$ cat src/hdl/dfcrc_pkg.sv
package dfcrc_pkg;
	// ==========================================
	// Register map
	localparam logic [11:0] DFCRC_OFS_CTRL = 12'h40c;
	localparam logic [11:0] DFCRC_OFS_RAMCTL = 12'h424;
	localparam logic [11:0] DFCRC_OFS_RAMDAT = 12'h428;
	localparam logic [11:0] DFCRC_OFS_SIG = 12'h42c;
	localparam logic [31:0] DFCRC_RST_WORD = 32'h00000000;
	// ==========================================
	// Field positions
	localparam int DFCRC_B_ENABLE = 0;
	localparam int DFCRC_B_SRCSEL = 12;
	localparam int DFCRC_B_ACCESS = 7;
	localparam int DFCRC_B_UPDATE = 6;
	localparam int DFCRC_B_SIGEN = 0;
	localparam int DFCRC_B_FREERUN = 1;
	localparam logic [2:0] DFCRC_WID_RSVD = 3'h0;
	localparam logic [2:0] DFCRC_WID_MAX = 3'h5;
	localparam logic [2:0] DFCRC_LVL_MAX = 3'h4;
	localparam logic [2:0] DFCRC_PT_DSTN16 = 3'h1;
	localparam logic [2:0] DFCRC_PT_DSTN24 = 3'h2;
	localparam logic [2:0] DFCRC_PT_SSTN8 = 3'h3;
	// Pins that carry data per narrow panel type; every other pin stays zero
	localparam logic [23:0] DFCRC_MASK_DSTN16 = 24'hfcfcf0;
	localparam logic [23:0] DFCRC_MASK_SSTN8 = 24'h003cf0;
	// CRC taps 1 + x^3 + x^4 + x^24
	localparam logic [23:0] DFCRC_POLY = 24'h000019;
	localparam logic [23:0] DFCRC_SEED = 24'h000000;
	localparam logic [5:0] DFCRC_FRAME_WRAP = 6'h3f;
	localparam int DFCRC_ROWS = 64;
	localparam int DFCRC_COLS = 32;
	// ==========================================
	// Types
	typedef struct packed {
		logic src_ram;
		logic [2:0] level_count;
		logic [2:0] dither_width;
		logic enable;
	} dfcrc_ctrl_t;
	typedef struct packed {
		logic access;
		logic update;
		logic [5:0] addr;
	} dfcrc_ramctl_t;
	typedef struct packed {
		logic valid;
		logic sof;
		logic [23:0] word;
	} dfcrc_pix_t;
	typedef enum logic [2:0] {
		DFCRC_IDLE = 3'b001,
		DFCRC_RUN = 3'b010,
		DFCRC_LAST = 3'b100
	} dfcrc_state_t;
endpackage

$ cat src/hdl/dfcrc_top.sv
`timescale 1ns/1ns
// Notes on behaviour
// - Bit 12 picks ROM or pattern RAM
// - Bits 6:4 set modulation level count
// - Bits 3:1 set dither LSB width
// - Dither off: no dither, RAM dark
// - RAM access needs four enables set
// - Six-bit RAM row address field
// - Data access with RAM open increments row address
// - Full 32-bit word per RAM access
// - CRC polynomial 1+x3+x4+x24, 24 bits
// - Modulation test signature repeats per 64
// - Signature 31:8, frame index 7:2
// - Free-run sampled at frame start
// - Free-run low stops after frame
// - Signature bit 0 enables capture
// - Panel type steers data, unused zero
// - Panel word is CRC input
// - RAM 32 columns by 64 rows
// - Dither MSB set inverts pattern data
module dfcrc_top
	import dfcrc_pkg::*;
#(
	parameter int ROWS = DFCRC_ROWS,
	parameter int COLS = DFCRC_COLS
) (
	input wire logic clk,
	input wire logic rst,
	input wire logic reg_wr,
	input wire logic reg_rd,
	input wire logic [11:0] reg_addr,
	input wire logic [31:0] reg_wdata,
	output logic [31:0] reg_rdata,
	output logic reg_ack,
	input wire logic [2:0] panel_type,
	input wire logic [5:0] pat_row,
	input wire logic [4:0] pat_col,
	input wire logic [4:0] dither_bits,
	output logic pattern_bit,
	input wire dfcrc_pix_t pix_in,
	output logic [23:0] panel_data,
	output logic dither_on,
	output logic ram_powerdown,
	output logic [2:0] level_count,
	output logic [2:0] dither_width
);
	// ==========================================
	// State
	typedef struct packed {
		dfcrc_ctrl_t ctrl;
		dfcrc_ramctl_t ramctl;
		logic [31:0] rdata;
		logic ack;
		logic sig_en;
		logic free_run;
		logic [23:0] crc;
		logic [23:0] sig;
		logic [5:0] frame_idx;
		dfcrc_state_t state;
		logic [23:0] pdata;
		logic pbit;
		logic pvalid;
		logic psof;
	} dfcrc_st_t;

	dfcrc_st_t st_ff;
	dfcrc_st_t nxt_st;
	logic [COLS-1:0] ram_mem [ROWS];
	logic [23:0] crc_next;
	logic ram_open;
	logic ram_wr;
	logic ram_rd;
	logic [COLS-1:0] ram_q;
	logic [23:0] steered;
	logic sel_ctrl;
	logic sel_ramctl;
	logic sel_ramdat;
	logic sel_sig;
	logic pat_ram_bit;

	// ==========================================
	// Helpers
	function automatic logic ram_allowed(dfcrc_ctrl_t c, dfcrc_ramctl_t r);
		return r.access & r.update & c.src_ram & c.enable;
	endfunction

	// Width code to dither MSB position (5 bits at code 1 down to 1 bit at code 5)
	function automatic logic dither_msb(logic [2:0] wid, logic [4:0] bits);
		logic [2:0] n;
		n = DFCRC_WID_MAX - wid;
		if (wid == DFCRC_WID_RSVD || wid > DFCRC_WID_MAX) begin
			return 1'b0;
		end
		return bits[n];
	endfunction

	// Fixed ROM pattern: simple ordered pattern, replaced by RAM when selected
	function automatic logic rom_bit(logic [5:0] row, logic [4:0] col);
		return row[0] ^ row[3] ^ col[0];
	endfunction

	// Frame index wraps after 64 captures, so signatures repeat with it
	function automatic logic [5:0] next_index(logic [5:0] idx);
		if (idx == DFCRC_FRAME_WRAP) begin
			return 6'h00;
		end
		return idx + 6'h01;
	endfunction

	assign ram_open = ram_allowed(st_ff.ctrl, st_ff.ramctl);
	assign ram_wr = reg_wr && sel_ramdat && ram_open;
	assign ram_rd = reg_rd && sel_ramdat && ram_open;
	assign ram_q = ram_mem[st_ff.ramctl.addr];
	// Pixel lookup uses its own row, independent of the software access pointer
	assign pat_ram_bit = ram_mem[pat_row][pat_col];

	dfcrc_crc24 u_crc (
		.crc_in(st_ff.crc),
		.data_in(panel_data),
		.crc_out(crc_next)
	);

	// ==========================================
	// Register decode
	always_comb begin
		sel_ctrl = 1'b0;
		sel_ramctl = 1'b0;
		sel_ramdat = 1'b0;
		sel_sig = 1'b0;
		if (reg_addr == DFCRC_OFS_CTRL) begin
			sel_ctrl = 1'b1;
		end else if (reg_addr == DFCRC_OFS_RAMCTL) begin
			sel_ramctl = 1'b1;
		end else if (reg_addr == DFCRC_OFS_RAMDAT) begin
			sel_ramdat = 1'b1;
		end else if (reg_addr == DFCRC_OFS_SIG) begin
			sel_sig = 1'b1;
		end
	end

	// ==========================================
	// Pattern RAM: bit n of the word is column n
	always_ff @(posedge clk) begin
		if (ram_wr) begin
			ram_mem[st_ff.ramctl.addr] <= reg_wdata[COLS-1:0];
		end
	end

	// ==========================================
	// Panel steering; narrow types use only the mapped lanes
	always_comb begin
		steered = 24'h000000;
		if (panel_type == DFCRC_PT_DSTN24) begin
			steered = pix_in.word;
		end else if (panel_type == DFCRC_PT_DSTN16) begin
			steered = pix_in.word & DFCRC_MASK_DSTN16;
		end else if (panel_type == DFCRC_PT_SSTN8) begin
			steered = pix_in.word & DFCRC_MASK_SSTN8;
		end
		if (!pix_in.valid) begin
			steered = 24'h000000;
		end
	end

	// ==========================================
	// Next state
	always_comb begin
		nxt_st = st_ff;
		nxt_st.ack = reg_wr | reg_rd;
		nxt_st.pdata = steered;
		// Qualifiers travel with the registered word, so the CRC folds what the pins show
		nxt_st.pvalid = pix_in.valid;
		nxt_st.psof = pix_in.valid & pix_in.sof;
		if (reg_wr) begin
			if (sel_ctrl) begin
				nxt_st.ctrl.src_ram = reg_wdata[DFCRC_B_SRCSEL];
				nxt_st.ctrl.level_count = reg_wdata[6:4];
				nxt_st.ctrl.dither_width = reg_wdata[3:1];
				nxt_st.ctrl.enable = reg_wdata[DFCRC_B_ENABLE];
			end else if (sel_ramctl) begin
				nxt_st.ramctl.access = reg_wdata[DFCRC_B_ACCESS];
				nxt_st.ramctl.update = reg_wdata[DFCRC_B_UPDATE];
				nxt_st.ramctl.addr = reg_wdata[5:0];
			end else if (sel_sig) begin
				nxt_st.sig_en = reg_wdata[DFCRC_B_SIGEN];
				nxt_st.free_run = reg_wdata[DFCRC_B_FREERUN];
			end
		end
		if (ram_wr || ram_rd) begin
			nxt_st.ramctl.addr = st_ff.ramctl.addr + 6'h01;
		end
		if (reg_rd) begin
			if (sel_ctrl) begin
				nxt_st.rdata = {19'h00000, st_ff.ctrl.src_ram, 5'h00,
					st_ff.ctrl.level_count, st_ff.ctrl.dither_width, st_ff.ctrl.enable};
			end else if (sel_ramctl) begin
				nxt_st.rdata = {24'h000000, st_ff.ramctl};
			end else if (sel_ramdat) begin
				// RAM stays dark while closed, so read data is zero then
				nxt_st.rdata = ram_open ? ram_q : 32'h00000000;
			end else if (sel_sig) begin
				nxt_st.rdata = {st_ff.sig, st_ff.frame_idx, st_ff.free_run,
					st_ff.sig_en};
			end else begin
				nxt_st.rdata = 32'h00000000;
			end
		end
		// Signature sequencer
		case (st_ff.state)
			DFCRC_IDLE: begin
				if (st_ff.psof && st_ff.sig_en && st_ff.free_run) begin
					nxt_st.crc = DFCRC_SEED;
					nxt_st.state = DFCRC_RUN;
				end
			end
			DFCRC_RUN: begin
				if (st_ff.psof) begin
					nxt_st.sig = st_ff.crc;
					nxt_st.frame_idx = next_index(st_ff.frame_idx);
					nxt_st.crc = DFCRC_SEED;
					if (!st_ff.free_run || !st_ff.sig_en) begin
						nxt_st.state = DFCRC_IDLE;
					end
				end else begin
					if (st_ff.pvalid) begin
						nxt_st.crc = crc_next;
					end
					// A falling free-run bit lets the frame in progress finish first
					if (!st_ff.free_run || !st_ff.sig_en) begin
						nxt_st.state = DFCRC_LAST;
					end
				end
			end
			DFCRC_LAST: begin
				if (st_ff.psof) begin
					nxt_st.sig = st_ff.crc;
					nxt_st.frame_idx = next_index(st_ff.frame_idx);
					nxt_st.crc = DFCRC_SEED;
					if (st_ff.free_run && st_ff.sig_en) begin
						nxt_st.state = DFCRC_RUN;
					end else begin
						nxt_st.state = DFCRC_IDLE;
					end
				end else if (st_ff.pvalid) begin
					nxt_st.crc = crc_next;
				end
			end
			default: begin
				nxt_st.state = DFCRC_IDLE;
			end
		endcase
		// Pattern lookup, inverted by the dither MSB
		if (st_ff.ctrl.enable) begin
			nxt_st.pbit = (st_ff.ctrl.src_ram ? pat_ram_bit : rom_bit(pat_row, pat_col))
				^ dither_msb(st_ff.ctrl.dither_width, dither_bits);
		end else begin
			nxt_st.pbit = 1'b0;
		end
	end

	// ==========================================
	// Registers
	always_ff @(posedge clk or posedge rst) begin
		if (rst) begin
			st_ff.ctrl <= dfcrc_ctrl_t'(DFCRC_RST_WORD[7:0]);
			st_ff.ramctl <= dfcrc_ramctl_t'(DFCRC_RST_WORD[7:0]);
			st_ff.rdata <= DFCRC_RST_WORD;
			st_ff.ack <= 1'b0;
			st_ff.sig_en <= 1'b0;
			st_ff.free_run <= 1'b0;
			st_ff.crc <= DFCRC_SEED;
			st_ff.sig <= DFCRC_SEED;
			st_ff.frame_idx <= 6'h00;
			st_ff.state <= DFCRC_IDLE;
			st_ff.pdata <= 24'h000000;
			st_ff.pbit <= 1'b0;
			st_ff.pvalid <= 1'b0;
			st_ff.psof <= 1'b0;
		end else begin
			st_ff <= nxt_st;
		end
	end

	// ==========================================
	// Outputs
	assign reg_rdata = st_ff.rdata;
	assign reg_ack = st_ff.ack;
	assign panel_data = st_ff.pdata;
	assign pattern_bit = st_ff.pbit;
	assign dither_on = st_ff.ctrl.enable;
	assign ram_powerdown = ~ram_open;
	assign level_count = st_ff.ctrl.level_count;
	// Width has no effect while dithering is off
	assign dither_width = st_ff.ctrl.enable ? st_ff.ctrl.dither_width : 3'h0;
endmodule

$ cat src/hdl/dfcrc_crc24.sv
`timescale 1ns/1ns
module dfcrc_crc24
	import dfcrc_pkg::*;
(
	input wire logic [23:0] crc_in,
	input wire logic [23:0] data_in,
	output logic [23:0] crc_out
);
	// Serial LFSR unrolled over the 24 data bits, MSB first
	always_comb begin
		logic [23:0] c;
		c = crc_in;
		for (int i = 23; i >= 0; i--) begin
			if (c[23] ^ data_in[i]) begin
				c = {c[22:0], 1'b0} ^ DFCRC_POLY;
			end else begin
				c = {c[22:0], 1'b0};
			end
		end
		crc_out = c;
	end
endmodule

$ cat config.mk
export PLATFORM = sky130hd
export DESIGN_NAME = dfcrc_top
export DESIGN_NICKNAME = d
export VERILOG_FILES = /design/src/hdl/dfcrc_pkg.sv /design/src/hdl/dfcrc_top.sv /design/src/hdl/dfcrc_crc24.sv
export SDC_FILE = /design/constraint.sdc
export NUM_CORES = 2
export LEC_CHECK = 0
export BUFFER_PORTS_ARGS = -buffer_cell sky130_fd_sc_hd__buf_2
export CORE_MARGIN = 2
export CORE_UTILIZATION = 40
export CTS_CLUSTER_DIAMETER = 150
export CTS_CLUSTER_SIZE = 20
export DETAILED_ROUTE_END_ITERATION = 6
export PLACE_DENSITY = 0.57
export RECOVER_POWER = 50
export REMOVE_ABC_BUFFERS = 1
export SLEW_MARGIN = 40
export SYNTH_ARGS = -nofsm -noshare
export SYNTH_HDL_FRONTEND = slang
export SYNTH_HIERARCHICAL = 1
export SYNTH_SLANG_ARGS = --single-unit
export TNS_END_PERCENT = 30
$ cat constraint.sdc
create_clock -name clk -period 8.2 [get_ports clk]
set_input_delay 1.64 -clock clk [delete_from_list [all_inputs] [get_ports clk]]
set_output_delay 1.64 -clock clk [all_outputs]
set_load 0.02 [all_outputs]
==> Word level (Yosys, flattened, before mapping) <==
Memories as Yosys holds them, arrays and structs flattened.
Cells that the tools add are included.
{ "word_totals": {"ff_bits": 135, "elab_cells": 208, "out_inout_bits": 66, "ramBits": 2048, "input_bits": 93, "n_memories": 1} }
{ "mem_list": {"columns": ["name", "depth", "word_bits", "rd", "rd_clocked_by_memory_dff", "write_ports", "line", "source"], "rows": [
  ["ram_mem", 64, 32, 2, 0, 1, "dfcrc_top.sv:68", "logic [COLS-1:0] ram_mem [ROWS];"]
]} }
{ "classes": {"n_reduce_logical": 25, "n_addsub": 3, "magnitude_cmp": 3, "n_bitwise": 59, "muxes": 81, "n_eq_ne": 17} }
{ "op_table": {"columns": ["operator", "count"], "rows": [
  ["32-bit two-way mux", 5],
  ["24-bit two-way mux", 6],
  ["5-bit two-way mux", 24],
  ["3-bit NOT", 24],
  ["30-bit one-hot mux with 2 select lines", 1],
  ["12-bit by 11-bit == test with 1-bit output (second input constant)", 4],
  ["24-bit one-hot mux with 2 select lines", 1],
  ["6-bit two-way mux", 7],
  ["33-bit two-way mux", 1],
  ["30-bit two-way mux", 1],
  ["1-bit XOR", 27],
  ["1-bit two-way mux", 25],
  ["3-bit two-way mux", 5],
  ["3-bit AND reduction", 5],
  ["14-bit two-way mux", 1],
  ["6-bit by 1-bit adder with 6-bit output (second input constant)", 2],
  ["3-bit by 2-bit == test with 1-bit output (second input constant)", 3],
  ["3-bit one-hot mux with 3 select lines", 1],
  ["2-bit != test (second input constant)", 4],
  ["2-bit nonzero test", 4],
  ["1-bit logical AND", 7],
  ["3-bit by 1-bit == test with 1-bit output (second input constant)", 2],
  ["6-bit == test (second input constant)", 1],
  ["5-bit by 6-bit < comparator with 1-bit output (second input constant)", 1],
  ["other kinds (18)", 26]
]} }

==> Depth between registers and ports, before layout <==
{ "depth": {"depth_word": 51, "depth_mapped": 15, "mapped_depth_nobuf": 9} }

==> Hierarchy <==
Netlist, hierarchy kept.
{ "modules_own_cells": {"columns": ["mod", "seq_area_each_um2", "cells_per_inst", "area_each_um2", "n_inst"], "rows": [
  ["dfcrc_top", 64878.5, 5829, 96943.0, 1],
  ["dfcrc_crc24", 0.0, 73, 694.4, 1]
]} }

==> Worst setup path before layout <==
Ideal clock, no wire load.
{ "synth_timing": {"path_kind": "input to register", "startpoint": "in reg_addr[11]", "endpoint": "mem ram_mem[31][0] (netlist bit) (enable)", "cell_stages": 7, "slack_ps": 2472, "setup_time_ps": 468, "t_arrival_ps": 5260, "path_cell_list": "nor4b_1 -> nand2_1 -> nor4_1 -> and3_1 -> and3_1 -> clkbuf_1 -> nor3b_1"} }
{ "synth_via": {"elab_chain_len": 8, "elab_cells_between_ends": 10, "cone_classes": "eq/ne: 3; mux: 5; reduce/logical: 2"} }
{ "synth_lines": {"columns": ["item", "line", "source"], "rows": [
  ["start, declared", "dfcrc_top.sv:31", "input wire logic [11:0] reg_addr,"],
  ["12-bit by 11-bit == test with 1-bit output", "dfcrc_top.sv:134", "end else if (reg_addr == DFCRC_OFS_RAMDAT) begin"],
  ["1-bit two-way mux", "dfcrc_top.sv:134", null],
  ["1-bit two-way mux", "dfcrc_top.sv:132", "end else if (reg_addr == DFCRC_OFS_RAMCTL) begin"],
  ["1-bit two-way mux *", "dfcrc_top.sv:130", "if (reg_addr == DFCRC_OFS_CTRL) begin"],
  ["1-bit logical AND * (2 in a row)", "dfcrc_top.sv:111", "assign ram_wr = reg_wr && sel_ramdat && ram_open;"],
  ["1-bit two-way mux *", "dfcrc_top.sv:144", "if (ram_wr) begin"],
  ["1-bit two-way mux (not written as such) *", "dfcrc_top.sv:145", "ram_mem[st_ff.ramctl.addr] <= reg_wdata[COLS-1:0];"],
  ["end, declared", "dfcrc_top.sv:68", null]
]} }
Every way passes the cells marked *; elsewhere a longest branch is shown, timed or not.

==> metrics <==
outcome=complete, but fails checks; failing checks=design-rule violations, max-capacitance violations, max-slew violations; Bufs on Longest Clock Path=3; Post-Syn Instances=5902; Pwr Density=187 mW/mm^2; Ys Warns=6; residual DRC count=4; sequential power share=61.0%; iteration-0 DRC count of the detailed router=14000; grt total ovfl=0; Startpoint Class=input port; Post-Route Skew=0.0614 ns; Yosys top cell area share=63.0%; vias per cell=7.34; Critical Path Start=pat_row[3]; # Post-CTS Setup Buffers=0; top_reg_cell synth=edfxtp_1; HP Class=reg -> reg; Switching Power=4.64 mW; Starting Density=40.2%; WL/cell=44.5 um; Syn Std Cell Area=0.0976 mm^2; CTS Hold Bufs=0; CTS tree=built; Seq/Total Area, Yosys=66.4%; post-synthesis register bit count=2183; RSZ-0062 raised after global routing=no; Detailed Place HPWL=263 mm; Crit Path Max Fanout=15; cell-internal power=15.4 mW; clk slew on worst S/H paths=0.09 ns; placer congestion estimate=1.01; Setup TNS Final=0 ns; largest net degree at the start of global routing=99; pre-CTS setup slack=2.07 ns; Die ar.=0.248 mm^2; DRT antenna net count=0; via count=67900; Critical Path AT=6.08 ns; first-pass GRT wire length=551 mm; Fin. Hold Viols=0; cells resized by post-CTS repair=0; Max-Cap Viols=38; CTS Sinks=2183; ys async rst share=6.18%; Leakage=32.1 nW; FP Rows=181; Worst Tran Pin Value=4.32 ns; CP endpoint kind=register; Final Cycle Share=65.5%; Min-Delay Startpoint=st_ff[56]; Synth area leaders=edfxtp_1 63%, mux4_2 10%, a22oi_1 7.4%; Comb power frac=6.6%; Port Buf Inserts=158; critical path start-end classification=in -> reg; core area=0.243 mm^2; Fmax=186 MHz; htree depth=3; switching share of total power=23.2%; synth unique cells=93; area grow syn2layout=9.36%; Die Y=498 um; initial antenna violation count=35; maximum vdd ir drop=187 uV; Post-Syn Area per Cell=16.5 um^2; # setup viols final=0; crit path time final=5.37 ns; GRT Util Overall=32.1%; CP Data Required Time=8.91 ns; Clock power frac=32.4%; Relative slew margins=-190%; CTS root buf=clkbuf_16; clock latency on the worst-skew pair=0.86 ns; CTS buffer count=119; reg-to-reg startpoint=st_ff[121]; vias in the first global route=63000; share of cells above drive strength 1=19.8%; number of synthesized flops with an enable pin=2048; Final Worst Setup Slack=2.83 ns; Pins Over Slew Limit=2278; final WL=412 mm; Die W=498 um; number of detailed-route iterations in the first pass=7; IO Count=159; Synth area leader=edfxtp_1; final net count=6039
## cell usage after synthesis (17+ instances only)
| master | number |
|---|---|
| xor2_1 | 17 |
| a41oi_1 | 176 |
| clkbuf_1 | 258 |
| nor3_1 | 26 |
| a221oi_1 | 82 |
| mux2i_1 | 150 |
| mux2_2 | 32 |
| o21ai_0 | 63 |
| nand3_1 | 35 |
| edfxtp_1 | 2048 |
| nand2_1 | 259 |
| nor2_1 | 123 |
| buf_1 | 73 |
| a31oi_1 | 86 |
| a22o_1 | 82 |
| mux4_2 | 443 |
| nor2b_1 | 18 |
| buf_4 | 92 |
| buf_2 | 69 |
| nor4_1 | 53 |
| a22oi_1 | 966 |
| nand4_1 | 20 |
| mux4_1 | 26 |
| dfrtp_1 | 134 |
| o221ai_1 | 31 |
| buf_8 | 21 |
| buf_6 | 19 |
| inv_1 | 32 |
| a21oi_1 | 106 |
| and2_1 | 43 |
| xnor2_1 | 54 |
| o22ai_1 | 55 |
## worst max-delay path, stage by stage
cell and delay, ns:
buf_4 0.42, nor2b_4 0.88, buf_4 0.39, buf_4 0.23, a22oi_1 0.11, a21oi_1 0.74
a211oi_1 0.32, buf_4 0.25, a211oi_1 0.24, and3_2 0.23, o221ai_1 0.18, a41o_1 0.29
mux2i_1 0.13
## cells by family after synthesis
logic type	Yosys count	share of synthesized area, %
AO/OA/AOI/OAI	1744	13.4
XOR/XNOR	78	0.761
adder cells (fa/ha/maj)	2	0.0256
buffers and inverters	583	3.28
flip-flops	2183	66.4
multiplexers	651	12.8
AND/OR/NAND/NOR	661	3.27
## layout make-up
| class | count | area, um^2 |
|---|---|---|
| Tap cell | 3202 | 4010 |
| Fill cell | 21100 | 136000 |
| Inverter | 36 | 139 |
| Clock buffer | 193 | 3300 |
| Clock inverter | 7 | 101 |
| Multi-Input combinational cell | 3136 | 30500 |
| Sequential cell | 2183 | 64900 |
| Antenna cell | 17 | 42.5 |
| Timing Repair Buffer | 468 | 3830 |
## registers in the layout, summed over array words and instances (netlist names)
signal / count
ram_mem: 2048
level_count: 3
st_ff: 73
dither_on: 1
panel_data: 24
reg_rdata: 32
pattern_bit: 1
reg_ack: 1
## final timing paths
kind                            endpoint  slack, ns  depth (start not counted)
max                          pattern_bit       2.83                         13
min                            st_ff[56]       0.49                          2
max reg2reg                reg_rdata[21]       3.51                          9
min reg2reg                    st_ff[56]       0.49                          2
max in group asynchronous     st_ff[130]       3.95                          3
min in group asynchronous  reg_rdata[19]       2.08                          2
## power groups by stage
| stage | clock network [mW] | registers, mW | logic [mW] |
|---|---|---|---|
| 6_report | 6.48 | 12.2 | 1.31 |
| 4_1_cts | 6.49 | 12.2 | 1.26 |
| 3_3_place_gp | 0 | 12.4 | 1.25 |
| 5_1_grt | 6.86 | 12.2 | 1.32 |
| 3_5_place_dp | 0 | 12.4 | 1.26 |
| 2_1_floorplan | 0 | 12.4 | 0.474 |
## through the flow
stage	hold WS (ns)	cells	instance area [um^2]	power (mW)	utilization, %
CTS	0.485	9222	107000	19.9	44.0
detailed placement	0.464	9022	103000	13.7	42.6
global route	0.504	9226	107000	20.4	43.9
floorplan	0.446	5355	94600	12.9	-
global placement	0.460	8988	103000	13.7	42.2
finish	0.488	9242	107000	20.0	43.9
## cell usage in the layout, fill, tap and decap left out, types with 39 or more instances in the layout
cell type	count
a221oi_1	82
clkbuf_1	114
o22ai_1	55
buf_2	149
dfrtp_1	134
a31oi_1	84
nor4_1	44
nor2_4	65
a22o_1	82
buf_4	203
o21ai_0	61
edfxtp_1	2048
mux2i_1	150
xnor2_1	54
a21oi_1	99
mux4_2	443
a22oi_1	966
nor2_1	58
buf_12	39
nand2_1	255
clkbuf_16	121
a41oi_1	161
## routing by layer
layer  up-vias  part of all wire, %  GRT usage, %  routed length (um)
li1      25100                    -             -                   -
met1     35200                   35          42.4              145000
met2      6462                   43          46.6              176000
met3      1149                   15          10.5               61300
met4        30                  7.1          18.1               29200
met5         -                0.050        0.0772                 207
Power figures use the tool's default switching activity.
